<file path="src/logic/pesd_params.svh">
// Event and unit-mask encodings for the event-selection decode.
`ifndef PESD_PARAMS_SVH
`define PESD_PARAMS_SVH
// =====================================================================
// Event numbers.
`define PESD_EV_VEC_ARITH 8'hCA
`define PESD_EV_LOAD 8'hCB
`define PESD_EV_ASSIST 8'hCD
`define PESD_EV_VEC_RETIRE 8'hCE
`define PESD_EV_SAT_RETIRE 8'hCF
`define PESD_EV_BR_DECODE 8'hE0
`define PESD_EV_FALSE_BR 8'hE4
`define PESD_EV_REDIRECT 8'hE6
// =====================================================================
// Unit masks.
`define PESD_UM_NONE 8'h00
`define PESD_UM_SCALAR_DBL 8'h08
`define PESD_UM_L2_HIT 8'h01
`define PESD_UM_L2_MISS 8'h02
`define PESD_UM_XLAT_MISS 8'h04
`define PESD_UM_ONE 8'h01
// =====================================================================
// Reset values.
`define PESD_RST_BIT 1'b0
`endif

</file>
<file path="src/logic/pesd_pkg.sv">
// Types shared by the event-selection decode modules.
package pesd_pkg;
   typedef logic [7:0] pesd_code_t;
   typedef enum logic [3:0] {
      PESD_SEL_NONE,
      PESD_SEL_VEC_ARITH,
      PESD_SEL_L2_HIT,
      PESD_SEL_L2_MISS,
      PESD_SEL_XLAT_MISS,
      PESD_SEL_ASSIST,
      PESD_SEL_VEC_RETIRE,
      PESD_SEL_SAT_RETIRE,
      PESD_SEL_BR_DECODE,
      PESD_SEL_FALSE_BR,
      PESD_SEL_REDIRECT
   } pesd_sel_t;
endpackage

</file>
<file path="src/logic/pesd_select_decode.sv">
// Event-selection decode feeding one performance counter.
// Operation
// - CAH/08H counts retired computational scalar-double vector ops, no loads, stores, logic.
// - CBH/01H counts retired loads missing first level, hitting second level cache.
// - CBH/02H counts retired loads missing the second level cache.
// - CBH/04H counts retired translation-buffer-miss loads, except loads that fault.
// - CDH/00H counts one per vector microcode assist invoked.
// - Multimedia-state-empty after packed-integer stack change is an assist.
// - Denormal input with flag clear, underflow with flush flag clear, are assists.
// - CEH/00H counts every retired vector instruction.
// - CFH/00H counts retired saturating vector instructions.
// - E0H/01H counts each decoded branch.
// - E4H/01H counts false taken branches; each raises front-end clear and buffer flush.
// - E6H/01H counts each front-end redirect for branch prediction.
`include "pesd_params.svh"
module pesd_select_decode
   import pesd_pkg::*;
(
   // Clock and reset.
   input wire logic mclk,
   input wire logic rst,
   // Counter programming.
   input wire pesd_code_t evt_num,
   input wire pesd_code_t umask,
   // Vector retirement occurrences.
   input wire logic vec_sd_retire,
   input wire logic vec_sd_not_arith,
   input wire logic vector_retire,
   input wire logic saturating_retire,
   // Load retirement occurrences.
   input wire logic load_retire,
   input wire logic load_l1_miss,
   input wire logic load_l2_hit,
   input wire logic load_l2_miss,
   input wire logic load_xlat_miss,
   input wire logic load_fault,
   // Assist causes.
   input wire logic multimedia_state_empty_instr,
   input wire logic packed_int_state_dirty,
   input wire logic denormal_input,
   input wire logic denormals_as_zero_flag,
   input wire logic underflow_result,
   input wire logic flush_to_zero_flag,
   // Front-end occurrences.
   input wire logic branch_decoded,
   input wire logic false_taken_branch,
   input wire logic front_end_redirect,
   // Counter and front-end outputs.
   output logic count_inc_ff,
   output logic precise_ff,
   output logic front_end_clear_ff,
   output logic branch_target_buffer_flush_ff
);
   // =====================================================================
   // Selection
   pesd_sel_t sel;

   pesd_event_match u_match (
      .evt_num(evt_num),
      .umask(umask),
      .sel(sel)
   );

   // =====================================================================
   // Occurrence qualification
   // Loads, stores and logical operations are flagged by the core and dropped.
   wire vector_arith_retire_count = vec_sd_retire & ~vec_sd_not_arith;
   wire l2_hit_load = load_retire & load_l1_miss & load_l2_hit;
   wire l2_miss_load = load_retire & load_l2_miss;
   // A faulting load never reaches retirement cleanly, so its miss is not counted.
   wire xlat_miss_load = load_retire & load_xlat_miss & ~load_fault;
   // A state-empty instruction only needs help when packed-integer code touched the stack.
   wire state_empty_assist = multimedia_state_empty_instr & packed_int_state_dirty;
   wire denorm_assist = denormal_input & ~denormals_as_zero_flag;
   wire uflow_assist = underflow_result & ~flush_to_zero_flag;
   // Several causes in one cycle belong to one assist, so they merge to one count.
   wire vector_microcode_help_count = state_empty_assist | denorm_assist | uflow_assist;

   // Pick the occurrence that the programmed selection names.
   logic nxt_count_inc;
   always_comb begin
      case (sel)
         PESD_SEL_VEC_ARITH: nxt_count_inc = vector_arith_retire_count;
         PESD_SEL_L2_HIT: nxt_count_inc = l2_hit_load;
         PESD_SEL_L2_MISS: nxt_count_inc = l2_miss_load;
         PESD_SEL_XLAT_MISS: nxt_count_inc = xlat_miss_load;
         PESD_SEL_ASSIST: nxt_count_inc = vector_microcode_help_count;
         PESD_SEL_VEC_RETIRE: nxt_count_inc = vector_retire;
         PESD_SEL_SAT_RETIRE: nxt_count_inc = saturating_retire;
         PESD_SEL_BR_DECODE: nxt_count_inc = branch_decoded;
         PESD_SEL_FALSE_BR: nxt_count_inc = false_taken_branch;
         PESD_SEL_REDIRECT: nxt_count_inc = front_end_redirect;
         default: nxt_count_inc = `PESD_RST_BIT;
      endcase
   end

   // Load-outcome events are the precise ones.
   wire nxt_precise = (sel == PESD_SEL_L2_HIT) | (sel == PESD_SEL_L2_MISS) |
                      (sel == PESD_SEL_XLAT_MISS);
   // A false taken branch always clears the front end, whatever is selected.
   wire nxt_fe_clear = false_taken_branch | front_end_redirect;

   // =====================================================================
   // Output registers
   // One cycle of latency keeps every output straight from a flip-flop.
   always_ff @(posedge mclk) begin
      if (rst) begin
         count_inc_ff <= `PESD_RST_BIT;
         precise_ff <= `PESD_RST_BIT;
         front_end_clear_ff <= `PESD_RST_BIT;
         branch_target_buffer_flush_ff <= `PESD_RST_BIT;
      end else begin
         count_inc_ff <= nxt_count_inc;
         precise_ff <= nxt_precise;
         front_end_clear_ff <= nxt_fe_clear;
         branch_target_buffer_flush_ff <= false_taken_branch;
      end
   end

   // =====================================================================
   // Assertions
   // Every check is disabled in reset; all but chk_known_decoded look one edge after their cause, which matches
   // the single register stage in front of the outputs.
   wire is_arith = (evt_num == `PESD_EV_VEC_ARITH) && (umask == `PESD_UM_SCALAR_DBL);
   wire is_load = evt_num == `PESD_EV_LOAD;
   wire is_assist = (evt_num == `PESD_EV_ASSIST) && (umask == `PESD_UM_NONE);

   // The valid pairs are rebuilt here from the constants, apart from the decoder,
   // so that a slip in the decoder shows up instead of being copied into the checks.
   wire is_vec_ret = (evt_num == `PESD_EV_VEC_RETIRE) && (umask == `PESD_UM_NONE);
   wire is_sat = (evt_num == `PESD_EV_SAT_RETIRE) && (umask == `PESD_UM_NONE);
   wire is_fe_pair = ((evt_num == `PESD_EV_BR_DECODE) || (evt_num == `PESD_EV_FALSE_BR) ||
                      (evt_num == `PESD_EV_REDIRECT)) && (umask == `PESD_UM_ONE);
   wire is_load_pair = is_load && ((umask == `PESD_UM_L2_HIT) || (umask == `PESD_UM_L2_MISS) ||
                       (umask == `PESD_UM_XLAT_MISS));
   wire is_known = is_arith || is_load_pair || is_assist || is_vec_ret || is_sat || is_fe_pair;
   wire is_false_br = (evt_num == `PESD_EV_FALSE_BR) && (umask == `PESD_UM_ONE);

   // Assist causes rebuilt from the pins rather than taken from the merged wire above.
   wire any_assist_cause = (multimedia_state_empty_instr && packed_int_state_dirty) ||
                           (denormal_input && !denormals_as_zero_flag) ||
                           (underflow_result && !flush_to_zero_flag);

   // Checks on the counted pairs and on the front-end outputs of a false branch.

   chk_arith_excl_logic: assert property (@(posedge mclk) disable iff (rst)
      is_arith && vec_sd_retire |=> count_inc_ff == !$past(vec_sd_not_arith))
      else $error("scalar-double count wrong");
   chk_l2_hit_load: assert property (@(posedge mclk) disable iff (rst)
      is_load && umask == `PESD_UM_L2_HIT && load_retire && load_l1_miss && load_l2_hit
      |=> count_inc_ff && precise_ff)
      else $error("second-level hit load not counted");
   chk_l2_miss_load: assert property (@(posedge mclk) disable iff (rst)
      is_load && umask == `PESD_UM_L2_MISS |=> count_inc_ff == $past(load_retire & load_l2_miss))
      else $error("second-level miss count wrong");
   chk_xlat_no_fault: assert property (@(posedge mclk) disable iff (rst)
      is_load && umask == `PESD_UM_XLAT_MISS && load_fault |=> !count_inc_ff)
      else $error("faulting load counted");
   chk_assist_once: assert property (@(posedge mclk) disable iff (rst)
      is_assist |=> count_inc_ff == $past(any_assist_cause))
      else $error("assist count wrong");
   chk_state_empty_assist: assert property (@(posedge mclk) disable iff (rst)
      is_assist && multimedia_state_empty_instr && packed_int_state_dirty |=> count_inc_ff)
      else $error("state-empty assist missed");
   chk_denorm_assist: assert property (@(posedge mclk) disable iff (rst)
      is_assist && ((denormal_input && !denormals_as_zero_flag) ||
      (underflow_result && !flush_to_zero_flag)) |=> count_inc_ff)
      else $error("denormal or underflow assist missed");
   chk_vec_retire: assert property (@(posedge mclk) disable iff (rst)
      evt_num == `PESD_EV_VEC_RETIRE && umask == `PESD_UM_NONE
      |=> count_inc_ff == $past(vector_retire))
      else $error("vector retire count wrong");
   chk_sat_retire: assert property (@(posedge mclk) disable iff (rst)
      evt_num == `PESD_EV_SAT_RETIRE && umask == `PESD_UM_NONE
      |=> count_inc_ff == $past(saturating_retire))
      else $error("saturating retire count wrong");
   chk_branch_decode: assert property (@(posedge mclk) disable iff (rst)
      evt_num == `PESD_EV_BR_DECODE && umask == `PESD_UM_ONE
      |=> count_inc_ff == $past(branch_decoded))
      else $error("decoded branch count wrong");
   chk_false_branch: assert property (@(posedge mclk) disable iff (rst)
      false_taken_branch |=> front_end_clear_ff && branch_target_buffer_flush_ff)
      else $error("false branch did not clear front end");
   chk_redirect_count: assert property (@(posedge mclk) disable iff (rst)
      evt_num == `PESD_EV_REDIRECT && umask == `PESD_UM_ONE
      |=> count_inc_ff == $past(front_end_redirect))
      else $error("redirect count wrong");
   chk_no_match_idle: assert property (@(posedge mclk) disable iff (rst)
      !is_known |=> !count_inc_ff)
      else $error("count without matching selection");

   // =====================================================================
   // Further checks on the decoder, the counts, the front-end outputs and the precise flag
   // The decoder must agree with the rebuilt pair list in the other direction too.
   chk_known_decoded: assert property (@(posedge mclk) disable iff (rst)
      is_known |-> sel != PESD_SEL_NONE)
      else $error("valid selection not decoded");

   // A false taken branch is counted under its own pair only.
   chk_false_br_count: assert property (@(posedge mclk) disable iff (rst)
      is_false_br |=> count_inc_ff == $past(false_taken_branch))
      else $error("false taken branch count wrong");

   // The flush belongs to false branches alone; a plain redirect keeps the buffer.
   chk_flush_only_false: assert property (@(posedge mclk) disable iff (rst)
      !false_taken_branch |=> !branch_target_buffer_flush_ff)
      else $error("buffer flushed without a false branch");

   // A redirect is itself a front-end clear, whether it is counted or not.
   chk_redirect_clear: assert property (@(posedge mclk) disable iff (rst)
      front_end_redirect |=> front_end_clear_ff)
      else $error("redirect did not clear front end");

   // Only the load-outcome pairs are precise events.
   chk_precise_load: assert property (@(posedge mclk) disable iff (rst)
      is_load_pair |=> precise_ff)
      else $error("load selection not marked precise");
   chk_precise_other: assert property (@(posedge mclk) disable iff (rst)
      !is_load_pair |=> !precise_ff)
      else $error("non-load selection marked precise");

   // A load without a first-level miss never counts as a second-level hit.
   chk_l2_hit_needs_miss: assert property (@(posedge mclk) disable iff (rst)
      is_load && umask == `PESD_UM_L2_HIT && !load_l1_miss |=> !count_inc_ff)
      else $error("load counted without first-level miss");

   // A clean retired translation miss must be counted.
   chk_xlat_counted: assert property (@(posedge mclk) disable iff (rst)
      is_load && umask == `PESD_UM_XLAT_MISS && load_retire && load_xlat_miss && !load_fault
      |=> count_inc_ff)
      else $error("translation-miss load not counted");
endmodule

</file>
<file path="src/logic/pesd_event_match.sv">
// Matches the programmed event number and unit mask to one occurrence.
`include "pesd_params.svh"
module pesd_event_match
   import pesd_pkg::*;
(
   // Programmed selection.
   input wire pesd_code_t evt_num,
   input wire pesd_code_t umask,
   // Decoded occurrence.
   output pesd_sel_t sel
);
   // =====================================================================
   // Decode
   // Both fields must match exactly; any other pair selects nothing.
   function automatic logic pesd_hit(input pesd_code_t en, input pesd_code_t um,
                                     input pesd_code_t ref_en, input pesd_code_t ref_um);
      pesd_hit = (en == ref_en) && (um == ref_um);
   endfunction

   // One compare per documented encoding, priority-free since all are distinct.
   wire hit_arith = pesd_hit(evt_num, umask, `PESD_EV_VEC_ARITH, `PESD_UM_SCALAR_DBL);
   wire hit_l2h = pesd_hit(evt_num, umask, `PESD_EV_LOAD, `PESD_UM_L2_HIT);
   wire hit_l2m = pesd_hit(evt_num, umask, `PESD_EV_LOAD, `PESD_UM_L2_MISS);
   wire hit_xlat = pesd_hit(evt_num, umask, `PESD_EV_LOAD, `PESD_UM_XLAT_MISS);
   wire hit_assist = pesd_hit(evt_num, umask, `PESD_EV_ASSIST, `PESD_UM_NONE);
   wire hit_vret = pesd_hit(evt_num, umask, `PESD_EV_VEC_RETIRE, `PESD_UM_NONE);
   wire hit_sat = pesd_hit(evt_num, umask, `PESD_EV_SAT_RETIRE, `PESD_UM_NONE);
   wire hit_brd = pesd_hit(evt_num, umask, `PESD_EV_BR_DECODE, `PESD_UM_ONE);
   wire hit_fbr = pesd_hit(evt_num, umask, `PESD_EV_FALSE_BR, `PESD_UM_ONE);
   wire hit_redir = pesd_hit(evt_num, umask, `PESD_EV_REDIRECT, `PESD_UM_ONE);

   // Selection from the compare results.
   assign sel = hit_arith ? PESD_SEL_VEC_ARITH :
                hit_l2h ? PESD_SEL_L2_HIT :
                hit_l2m ? PESD_SEL_L2_MISS :
                hit_xlat ? PESD_SEL_XLAT_MISS :
                hit_assist ? PESD_SEL_ASSIST :
                hit_vret ? PESD_SEL_VEC_RETIRE :
                hit_sat ? PESD_SEL_SAT_RETIRE :
                hit_brd ? PESD_SEL_BR_DECODE :
                hit_fbr ? PESD_SEL_FALSE_BR :
                hit_redir ? PESD_SEL_REDIRECT : PESD_SEL_NONE;
endmodule

</file>
<file path="config.mk">
export PLATFORM = sky130hd
export DESIGN_NAME = pesd_select_decode
export DESIGN_NICKNAME = d
export VERILOG_FILES = /design/src/logic/pesd_pkg.sv /design/src/logic/pesd_select_decode.sv /design/src/logic/pesd_event_match.sv
export VERILOG_INCLUDE_DIRS = /design/src /design/src/logic
export SDC_FILE = /design/constraint.sdc
export NUM_CORES = 1
export LEC_CHECK = 0
export BUFFER_PORTS_ARGS = -buffer_cell sky130_fd_sc_hd__clkbuf_2
export CORE_AREA = 5 5 46 48
export DETAILED_ROUTE_END_ITERATION = 8
export DIE_AREA = 0 0 51 53
export GPL_ROUTABILITY_DRIVEN = 0
export PLACE_DENSITY = 0.71
export SLEW_MARGIN = 20
export SYNTH_ARGS = -nofsm -noshare
export SYNTH_HDL_FRONTEND = slang
export SYNTH_SLANG_ARGS = --single-unit
</file>
<file path="constraint.sdc">
create_clock -name mclk -period 2.3 [get_ports mclk]
set_input_delay 0.23 -clock mclk [delete_from_list [all_inputs] [get_ports mclk]]
set_output_delay 0.23 -clock mclk [all_outputs]
set_load 0.02 [all_outputs]
</file>
After elaboration in Yosys (flattened, before gate mapping)
Cells that the tools add are included.

Register bits: 4. Output and inout port bits: 4. Logic and storage cells: 66.

Equality and inequality tests: 22. Mux-type cells: 11. Bitwise logic cells: 18. Reduce and logical (&&, ||, !) cells: 11.

Operators by type and width (number): $eq A8 B8 Y1 const B (8); $mux W4 (10); $eq A4 B3 Y1 const B (4); $eq A4 B4 Y1 const B (3); $logic_and A1 B1 Y1 (10); $pmux W1 S10 (1); $and A1 B1 Y1 (9); $eq A4 B2 Y1 const B (2); $eq A8 B1 Y1 const B (1); $eq A8 B2 Y1 const B (1); $eq A8 B3 Y1 const B (1); $eq A8 B4 Y1 const B (1); $logic_not A8 Y1 (1); $or A1 B1 Y1 (5); $eq A4 B1 Y1 const B (1); $not A1 Y1 (4).

Longest topological paths before layout
Gate-level depths: netlist (run 1).

Word-level depth: 15. Mapped depth: 8.

Hierarchy
Synthesis (run 1) repeated with hierarchy kept, for this count alone.

Cells, all modules: 66. Area, all modules: 499.2 sq um.

By module, submodules not included: pesd_select_decode (times used 1, cells each 37, area each 302.8 sq um); pesd_event_match (times used 1, cells each 29, area each 196.4 sq um).

Worst setup path after synthesis (run 1)
OpenSTA, ideal clock, no wires.

Kind: input-to-reg. Start: input umask[5]. End: register count_inc_ff. Arrival: 2.143 ns. Data required time: 2.226 ns. Setup slack: 0.082 ns. Stages on the path: 8. Path through: or4_4 -> or4_4 -> buf_6 -> nor4_4 -> nor2_2 -> nor4_2 -> a31oi_1 -> a31oi_1.

Cells in the longest elaborated chain, start to end: 14. Elaborated cells on any way between the ends: 36. Those cells by class: 14 x eq/ne; 11 x mux; 11 x reduce/logical.

Ends and longest elaborated chain: from (decl) (line pesd_select_decode.sv:24) `input wire pesd_code_t umask,`; $eq A8 B1 Y1 (line pesd_event_match.sv:17) `pesd_hit = (en == ref_en) && (um == ref_um);`; $logic_and A1 B1 Y1 (line pesd_event_match.sv:17); $mux W4 (line pesd_event_match.sv:42) `hit_redir ? PESD_SEL_REDIRECT : PESD_SEL_NONE;`; $mux W4 (line pesd_event_match.sv:41) `hit_fbr ? PESD_SEL_FALSE_BR :`; $mux W4 (line pesd_event_match.sv:40) `hit_brd ? PESD_SEL_BR_DECODE :`; $mux W4 (line pesd_event_match.sv:39) `hit_sat ? PESD_SEL_SAT_RETIRE :`; $mux W4 (line pesd_event_match.sv:38) `hit_vret ? PESD_SEL_VEC_RETIRE :`; $mux W4 (line pesd_event_match.sv:37) `hit_assist ? PESD_SEL_ASSIST :`; $mux W4 (line pesd_event_match.sv:36) `hit_xlat ? PESD_SEL_XLAT_MISS :`; $mux W4 (line pesd_event_match.sv:35) `hit_l2m ? PESD_SEL_L2_MISS :`; $mux W4 (line pesd_event_match.sv:34) `hit_l2h ? PESD_SEL_L2_HIT :`; $mux W4 * (line pesd_event_match.sv:33) `assign sel = hit_arith ? PESD_SEL_VEC_ARITH :`; $eq A4 B4 Y1, or another cell as far along (line pesd_select_decode.sv:82) `case (sel)`; $pmux W1 S10 * (line pesd_select_decode.sv:82); to (signal assigned) (line pesd_select_decode.sv:108) `` count_inc_ff <= `PESD_RST_BIT; ``; to (signal assigned) (line pesd_select_decode.sv:113) `count_inc_ff <= nxt_count_inc;`; to (decl) (line pesd_select_decode.sv:49) `output logic count_inc_ff,`.

Every way passes the cells marked *; elsewhere a longest branch is shown, timed or not. A chain may end at the register's enable or synchronous reset.

Final worst setup path (run 1)
Same ends and word-level chain as after synthesis.

==> metrics.md, run 1 <==
| Metric | Value |
|---|---|
| Status | `finished, final reports clean` |
| Final core utilization | `roughly 47%` |
| 1st-pass router iterations | `4` |
| Site Rows | `15` |
| Layout Nets | `about 150` |
| CP arrival | `2.23 ns` |
| H-tree Lvls | `1` |
| Static Leak | `~0.37 nW` |
| Simple-gate area share of the yosys netlist | `50.47%` |
| Total track usage | `12.31%` |
| Most frequent cells in the layout | `clkbuf_2, nor2_1, nand2_1` |
| Main combinational cell family by area after synthesis | `simple AND/OR/NAND/NOR gates` |
| Final worst setup slack | `about 0.23 ns` |
| Register area share after synthesis | `14.88%` |
| Cell count after placement | `126` |
| Final hold viol count | `0` |
| Final period utilization | `89.97%` |
| Vias in the first global route | `roughly 680` |
| Post-place setup slack | `-0.02180 ns` |
| Iter 0 DRT Violations | `16` |
| Rel. slew slack | `about two thirds` |
| Post-Route WL | `1571 µm` |
| Synth Area in Compound Gates | `approximately a fifth` |
| DR vias | `around 670` |
| Post-route cell area | `approximately 780 µm²` |
| Port bufs | `40` |
| Syn Area/Cell | `7.686 µm²` |
| Worst-path cell chain | `clkbuf_2 -> or4_4 -> or4_4 -> nor4_4 -> nor2_2 -> nor4_2 -> a31oi_1 -> a31oi_1` |
| DPL Wire Length | `around 1400 µm` |
| CP top delay family | `simple AND/OR/NAND/NOR gates` |
| Synth area leaders | `dfxtp_1, nor2_1, mux2i_1` |
| CTS tree | `yes` |
| Clock buffer count from CTS | `3` |
| XOR/XNOR Fraction of Synth Area | `about 3.3%` |
| Initial antenna violation count | `0` |
| #FFs+latches synth | `4` |
| Multi-input combinational cell area | `roughly 420 µm²` |
| Number of distinct library cells after synthesis | `36` |
| Transition time of the tightest slew-check pin | `between 0.5 and 0.6 ns` |
| Class of the worst hold path | `input pin to register` |
| CP Launch Type | `input pin` |
| Gr ovfl total | `0` |
| CP endpoint kind | `register` |
| # IOs | `41` |
| Final ANT Viol Nets | `0` |
| Commonest non-fill, non-tap cell in the layout | `clkbuf_2` |
| Chip Height | `between 50 and 60 µm` |
| Adder-Cell Fraction of Synth Area | `0%` |
| Final hold slack | `0.2156 ns` |
| Cell type with the largest total area after synthesis | `dfxtp_1` |
| Die area | `around 0.0027 mm²` |
| CP max-delay cell | `or4_4` |
| Yosys top cell area share | `14.88%` |
| YS warnings | `0` |
| Clock sinks | `4` |
| Crit Path Category | `input pin to register` |
| Cells after Synth | `70` |
| Maxcap violations | `0` |
| Pwr Density | `~300 mW/mm²` |
| Pin count of the biggest net entering global routing | `10` |
| Die Span X | `between 50 and 60 µm` |
| Non-Filler Instances | `between 100 and 150` |
| Setup TNS | `0 ns` |
| Antenna diodes | `0` |
| Final setup fails | `0` |
| Core footprint | `approximately 0.0017 mm²` |
| Reg clk slew, reported paths | `roughly 0.04 ns` |
| DR vias/cell | `~5.2` |
| Postcts setup bufs | `0` |
| F_max | `slightly below 500 MHz` |
| Fillers | `about 170` |
| Layout area overhead | `44.65%` |
| Seq. cell area | `80.08 µm²` |
| Detailed-route wire length per cell | `around 12 µm` |
| Clock Path Buffers | `2` |
| Crit path buffers/inverters | `1` |
| Syn nets | `around 110` |
| Period minus WS final | `2.069 ns` |
| Design Power | `between 0.2 and 0.25 mW` |
| Initial core utilization | `32.21%` |
| First-pass GRT wire length | `around 2600 µm` |
| Cts hold-fix bufs | `0` |
| Mux cell area share after synthesis | `5.581%` |
| DP Area | `roughly 760 µm²` |
| Crit-path max cell delay | `around 0.55 ns` |
| Post-route DRC | `0` |
| Pins Over Slew Limit | `0` |
| Max IR drop VDD | `approximately 0.00016 V` |
| Layout cells sized above 1 | `between 40% and 50%` |
| Root buf cell | `clkbuf_4` |
| Worst Path Required | `2.46 ns` |
| Crit path max fanout | `6` |
| RSZ-0062 raised after global routing | `false` |
| Cell Area, Synth | `538.0 µm²` |
| Post-CTS sizing | `0` |
==> cell families (layout without fill, tap and decap cells) <==
group | count (synthesis) | in the layout
muxes | 3 | 3
buffers and inverters | 7 | 49
DFF | 4 | 4
xor gates and xnor gates | 2 | 2
and+or+nand+nor | 40 | 40
AOI/OAI and AO/OA | 14 | 14
==> cells in the mapped netlist (all sizes together) <==
library cell / n
or3b: 1
or4: 3
clkbuf: 2
a21oi: 2
nand4b: 2
xnor2: 2
a31oi: 2
nand3: 1
nor3: 1
nor4b: 1
o21bai: 2
inv: 4
o211a: 1
nand4bb: 1
a222oi: 1
nor2b: 2
nor3b: 2
o22a: 1
nand3b: 3
dfxtp: 4
a211o: 1
nor4bb: 1
nand2: 6
nor4: 4
o31ai: 1
o21ai: 1
o2111ai: 1
a32oi: 1
nor2: 11
mux2i: 3
buf: 1
nand2b: 1
==> where the power goes <==
group / switching, mW / internal (mW)
Clock: 0.0279 / 0.0583
Combinational: 0.0370 / 0.0391
Sequential: 0.000439 / 0.0718
Total: 0.0654 / 0.169
==> registers in the layout (all words and copies together) (netlist names) <==
name                           count
branch_target_buffer_flush_ff      1
count_inc_ff                       1
front_end_clear_ff                 1
precise_ff                         1
==> per-layer routing <==
| layer | wire (µm) | GRT usage [%] | vias to the layer above |
|---|---|---|---|
| met5 | 0 | 0 | - |
| met1 | 737 | 15.10 | 273 |
| met4 | 0 | 2.691 | 0 |
| met3 | 191 | 3.944 | 0 |
| met2 | 643 | 20.82 | 47 |
| li1 | - | - | 352 |
==> worst paths after layout <==
check,start,endpoint,slack (ns),cells past startpoint
hold / removal,rst,count_inc_ff,0.22,2
setup / recovery,umask[5],count_inc_ff,0.23,8
==> layout make-up <==
| class | count | area share [%] |
|---|---|---|
| clock buffer | 3 | 2.894 |
| tap | 17 | 2.733 |
| timing repair buffer | 42 | 27.65 |
| multi-input combinational | 59 | 54.50 |
| sequential | 4 | 10.29 |
| inverter | 4 | 1.929 |
Power figures use the tool's default switching activity.
==> inputs of run 2 (changes only) <==
--- a/config.mk
+++ b/config.mk
@@ -12,6 +12,7 @@
 export DIE_AREA = 0 0 51 53
 export GPL_ROUTABILITY_DRIVEN = 0
 export PLACE_DENSITY = 0.71
+export REMOVE_ABC_BUFFERS = 1
 export SLEW_MARGIN = 20
 export SYNTH_ARGS = -nofsm -noshare
 export SYNTH_HDL_FRONTEND = slang
==> metrics.md, run 2 (synthesized netlist as in run 1, its figures left out) <==
| Metric | Value |
|---|---|
| Reg clk slew, reported paths | `approximately 0.04 ns` |
| Pins Over Slew Limit | `0` |
| Post-route cell area | `approximately 790 µm²` |
| DR vias/cell | `5.290` |
| Clock buffer count from CTS | `3` |
| DPL Wire Length | `about 1400 µm` |
| Site Rows | `15` |
| Iter 0 DRT Violations | `7` |
| Crit Path Category | `input pin to register` |
| Clock Path Buffers | `2` |
| Rel. slew slack | `between 60% and 70%` |
| Layout cells sized above 1 | `roughly 47%` |
| Status | `finished, final reports clean` |
| CTS tree | `yes` |
| Maxcap violations | `0` |
| Post-route DRC | `0` |
| Port bufs | `40` |
| Crit path max fanout | `6` |
| Chip Height | `between 50 and 60 µm` |
| Period minus WS final | `2.097 ns` |
| Gr ovfl total | `0` |
| Final setup fails | `0` |
| Max IR drop VDD | `between 0.0002 and 0.00025 V` |
| Cts hold-fix bufs | `0` |
| RSZ-0062 raised after global routing | `false` |
| Final hold slack | `between 0.2 and 0.25 ns` |
| Postcts setup bufs | `0` |
| Class of the worst hold path | `input pin to register` |
| Most frequent cells in the layout | `clkbuf_2, nor2_1, nand2_1` |
| Detailed-route wire length per cell | `approximately 13 µm` |
| Layout area overhead | `47.44%` |
| Worst hold path depth | `2` |
| Hold Path Origin | `rst` |
| Commonest non-fill, non-tap cell in the layout | `clkbuf_2` |
| Transition time of the tightest slew-check pin | `about 0.55 ns` |
| Final period utilization | `between 90 and 100%` |
| First-pass GRT wire length | `2677 µm` |
| Final worst setup slack | `about 0.20 ns` |
| Setup TNS | `0 ns` |
| Post-place setup slack | `-0.03882 ns` |
| 1st-pass router iterations | `3` |
| Layout Nets | `about 150` |
| Core footprint | `between 0.0015 and 0.002 mm²` |
| F_max | `around 480 MHz` |
| CP arrival | `around 2.3 ns` |
| Pin count of the biggest net entering global routing | `10` |
| H-tree Lvls | `1` |
| Root buf cell | `clkbuf_4` |
| Initial antenna violation count | `0` |
| Post-CTS sizing | `0` |
| Antenna diodes | `0` |
| CP Launch Type | `input pin` |
| Static Leak | `0.3804 nW` |
| DP Area | `~770 µm²` |
| Die area | `~0.0027 mm²` |
| Design Power | `approximately 0.23 mW` |
| CP endpoint kind | `register` |
| # IOs | `roughly 40` |
| Min-Delay Endpoint | `count_inc_ff` |
| Clock sinks | `4` |
| Worst Path Required | `2.46 ns` |
| Vias in the first global route | `about 660` |
| Initial core utilization | `around 32%` |
| Die Span X | `around 50 µm` |
| Total track usage | `12.83%` |
| Pwr Density | `around 300 mW/mm²` |
| Final ANT Viol Nets | `0` |
| Final hold viol count | `0` |
| Fillers | `between 150 and 200` |
| DR vias | `~690` |
| Post-Route WL | `around 1700 µm` |
==> run 2: cell types whose count changed in the layout (fill, tap and decap cells not counted), sizes merged <==
| cell | previous run | this run |
|---|---|---|
| buf | 2 | 4 |
==> run 2: routing by layer <==
layer	track usage (%)	share of wire, %	vias to the layer above
met5	0	0	-
met4	1.794	0	0
met3	5.915	13	0
met2	20.39	42	40
met1	16.08	45	298
li1	-	-	355
==> run 2: metrics by stage <==
step | utilization [%] | std cells
floorplan | - | 67
global placement | 46.14 | 128
detailed placement | 46.14 | 128
CTS | 47.49 | 131
global route | 47.49 | 131
finish | 47.49 | 131
==> run 2: report_power, final <==
part	switching (mW)	total [mW]	internal [mW]
logic	0.0373	0.0765	0.0392
clock network	0.0271	0.0854	0.0583
registers	0.000468	0.0723	0.0719
==> run 2: how the worst max path moves through the flow <==
stage                  start            to
floorplan           umask[5]  count_inc_ff
global placement    umask[5]  count_inc_ff
detailed placement  umask[5]  count_inc_ff
CTS                 umask[5]  count_inc_ff
global route        umask[5]  count_inc_ff
finish              umask[5]  count_inc_ff
==> run 2: worst max-delay path, cell delays in order <==
cell and delay [ns]:
clkbuf_2 0.08, or4_4 0.54, or4_4 0.56, nor4_4 0.30, o21bai_1 0.17, a211o_1 0.13, nand3_1 0.09, a31oi_1 0.16
==> run 2: area by class of cell <==
type / count / area [µm²] / share of cell area [%]
multi-input combinational: 59 / 424.2 / 53.47
inverter: 4 / 15.01 / 1.893
timing repair buffer: 44 / 230.2 / 29.02
clock buffer: 3 / 22.52 / 2.839
tap: 17 / 21.27 / 2.681
sequential: 4 / 80.08 / 10.09
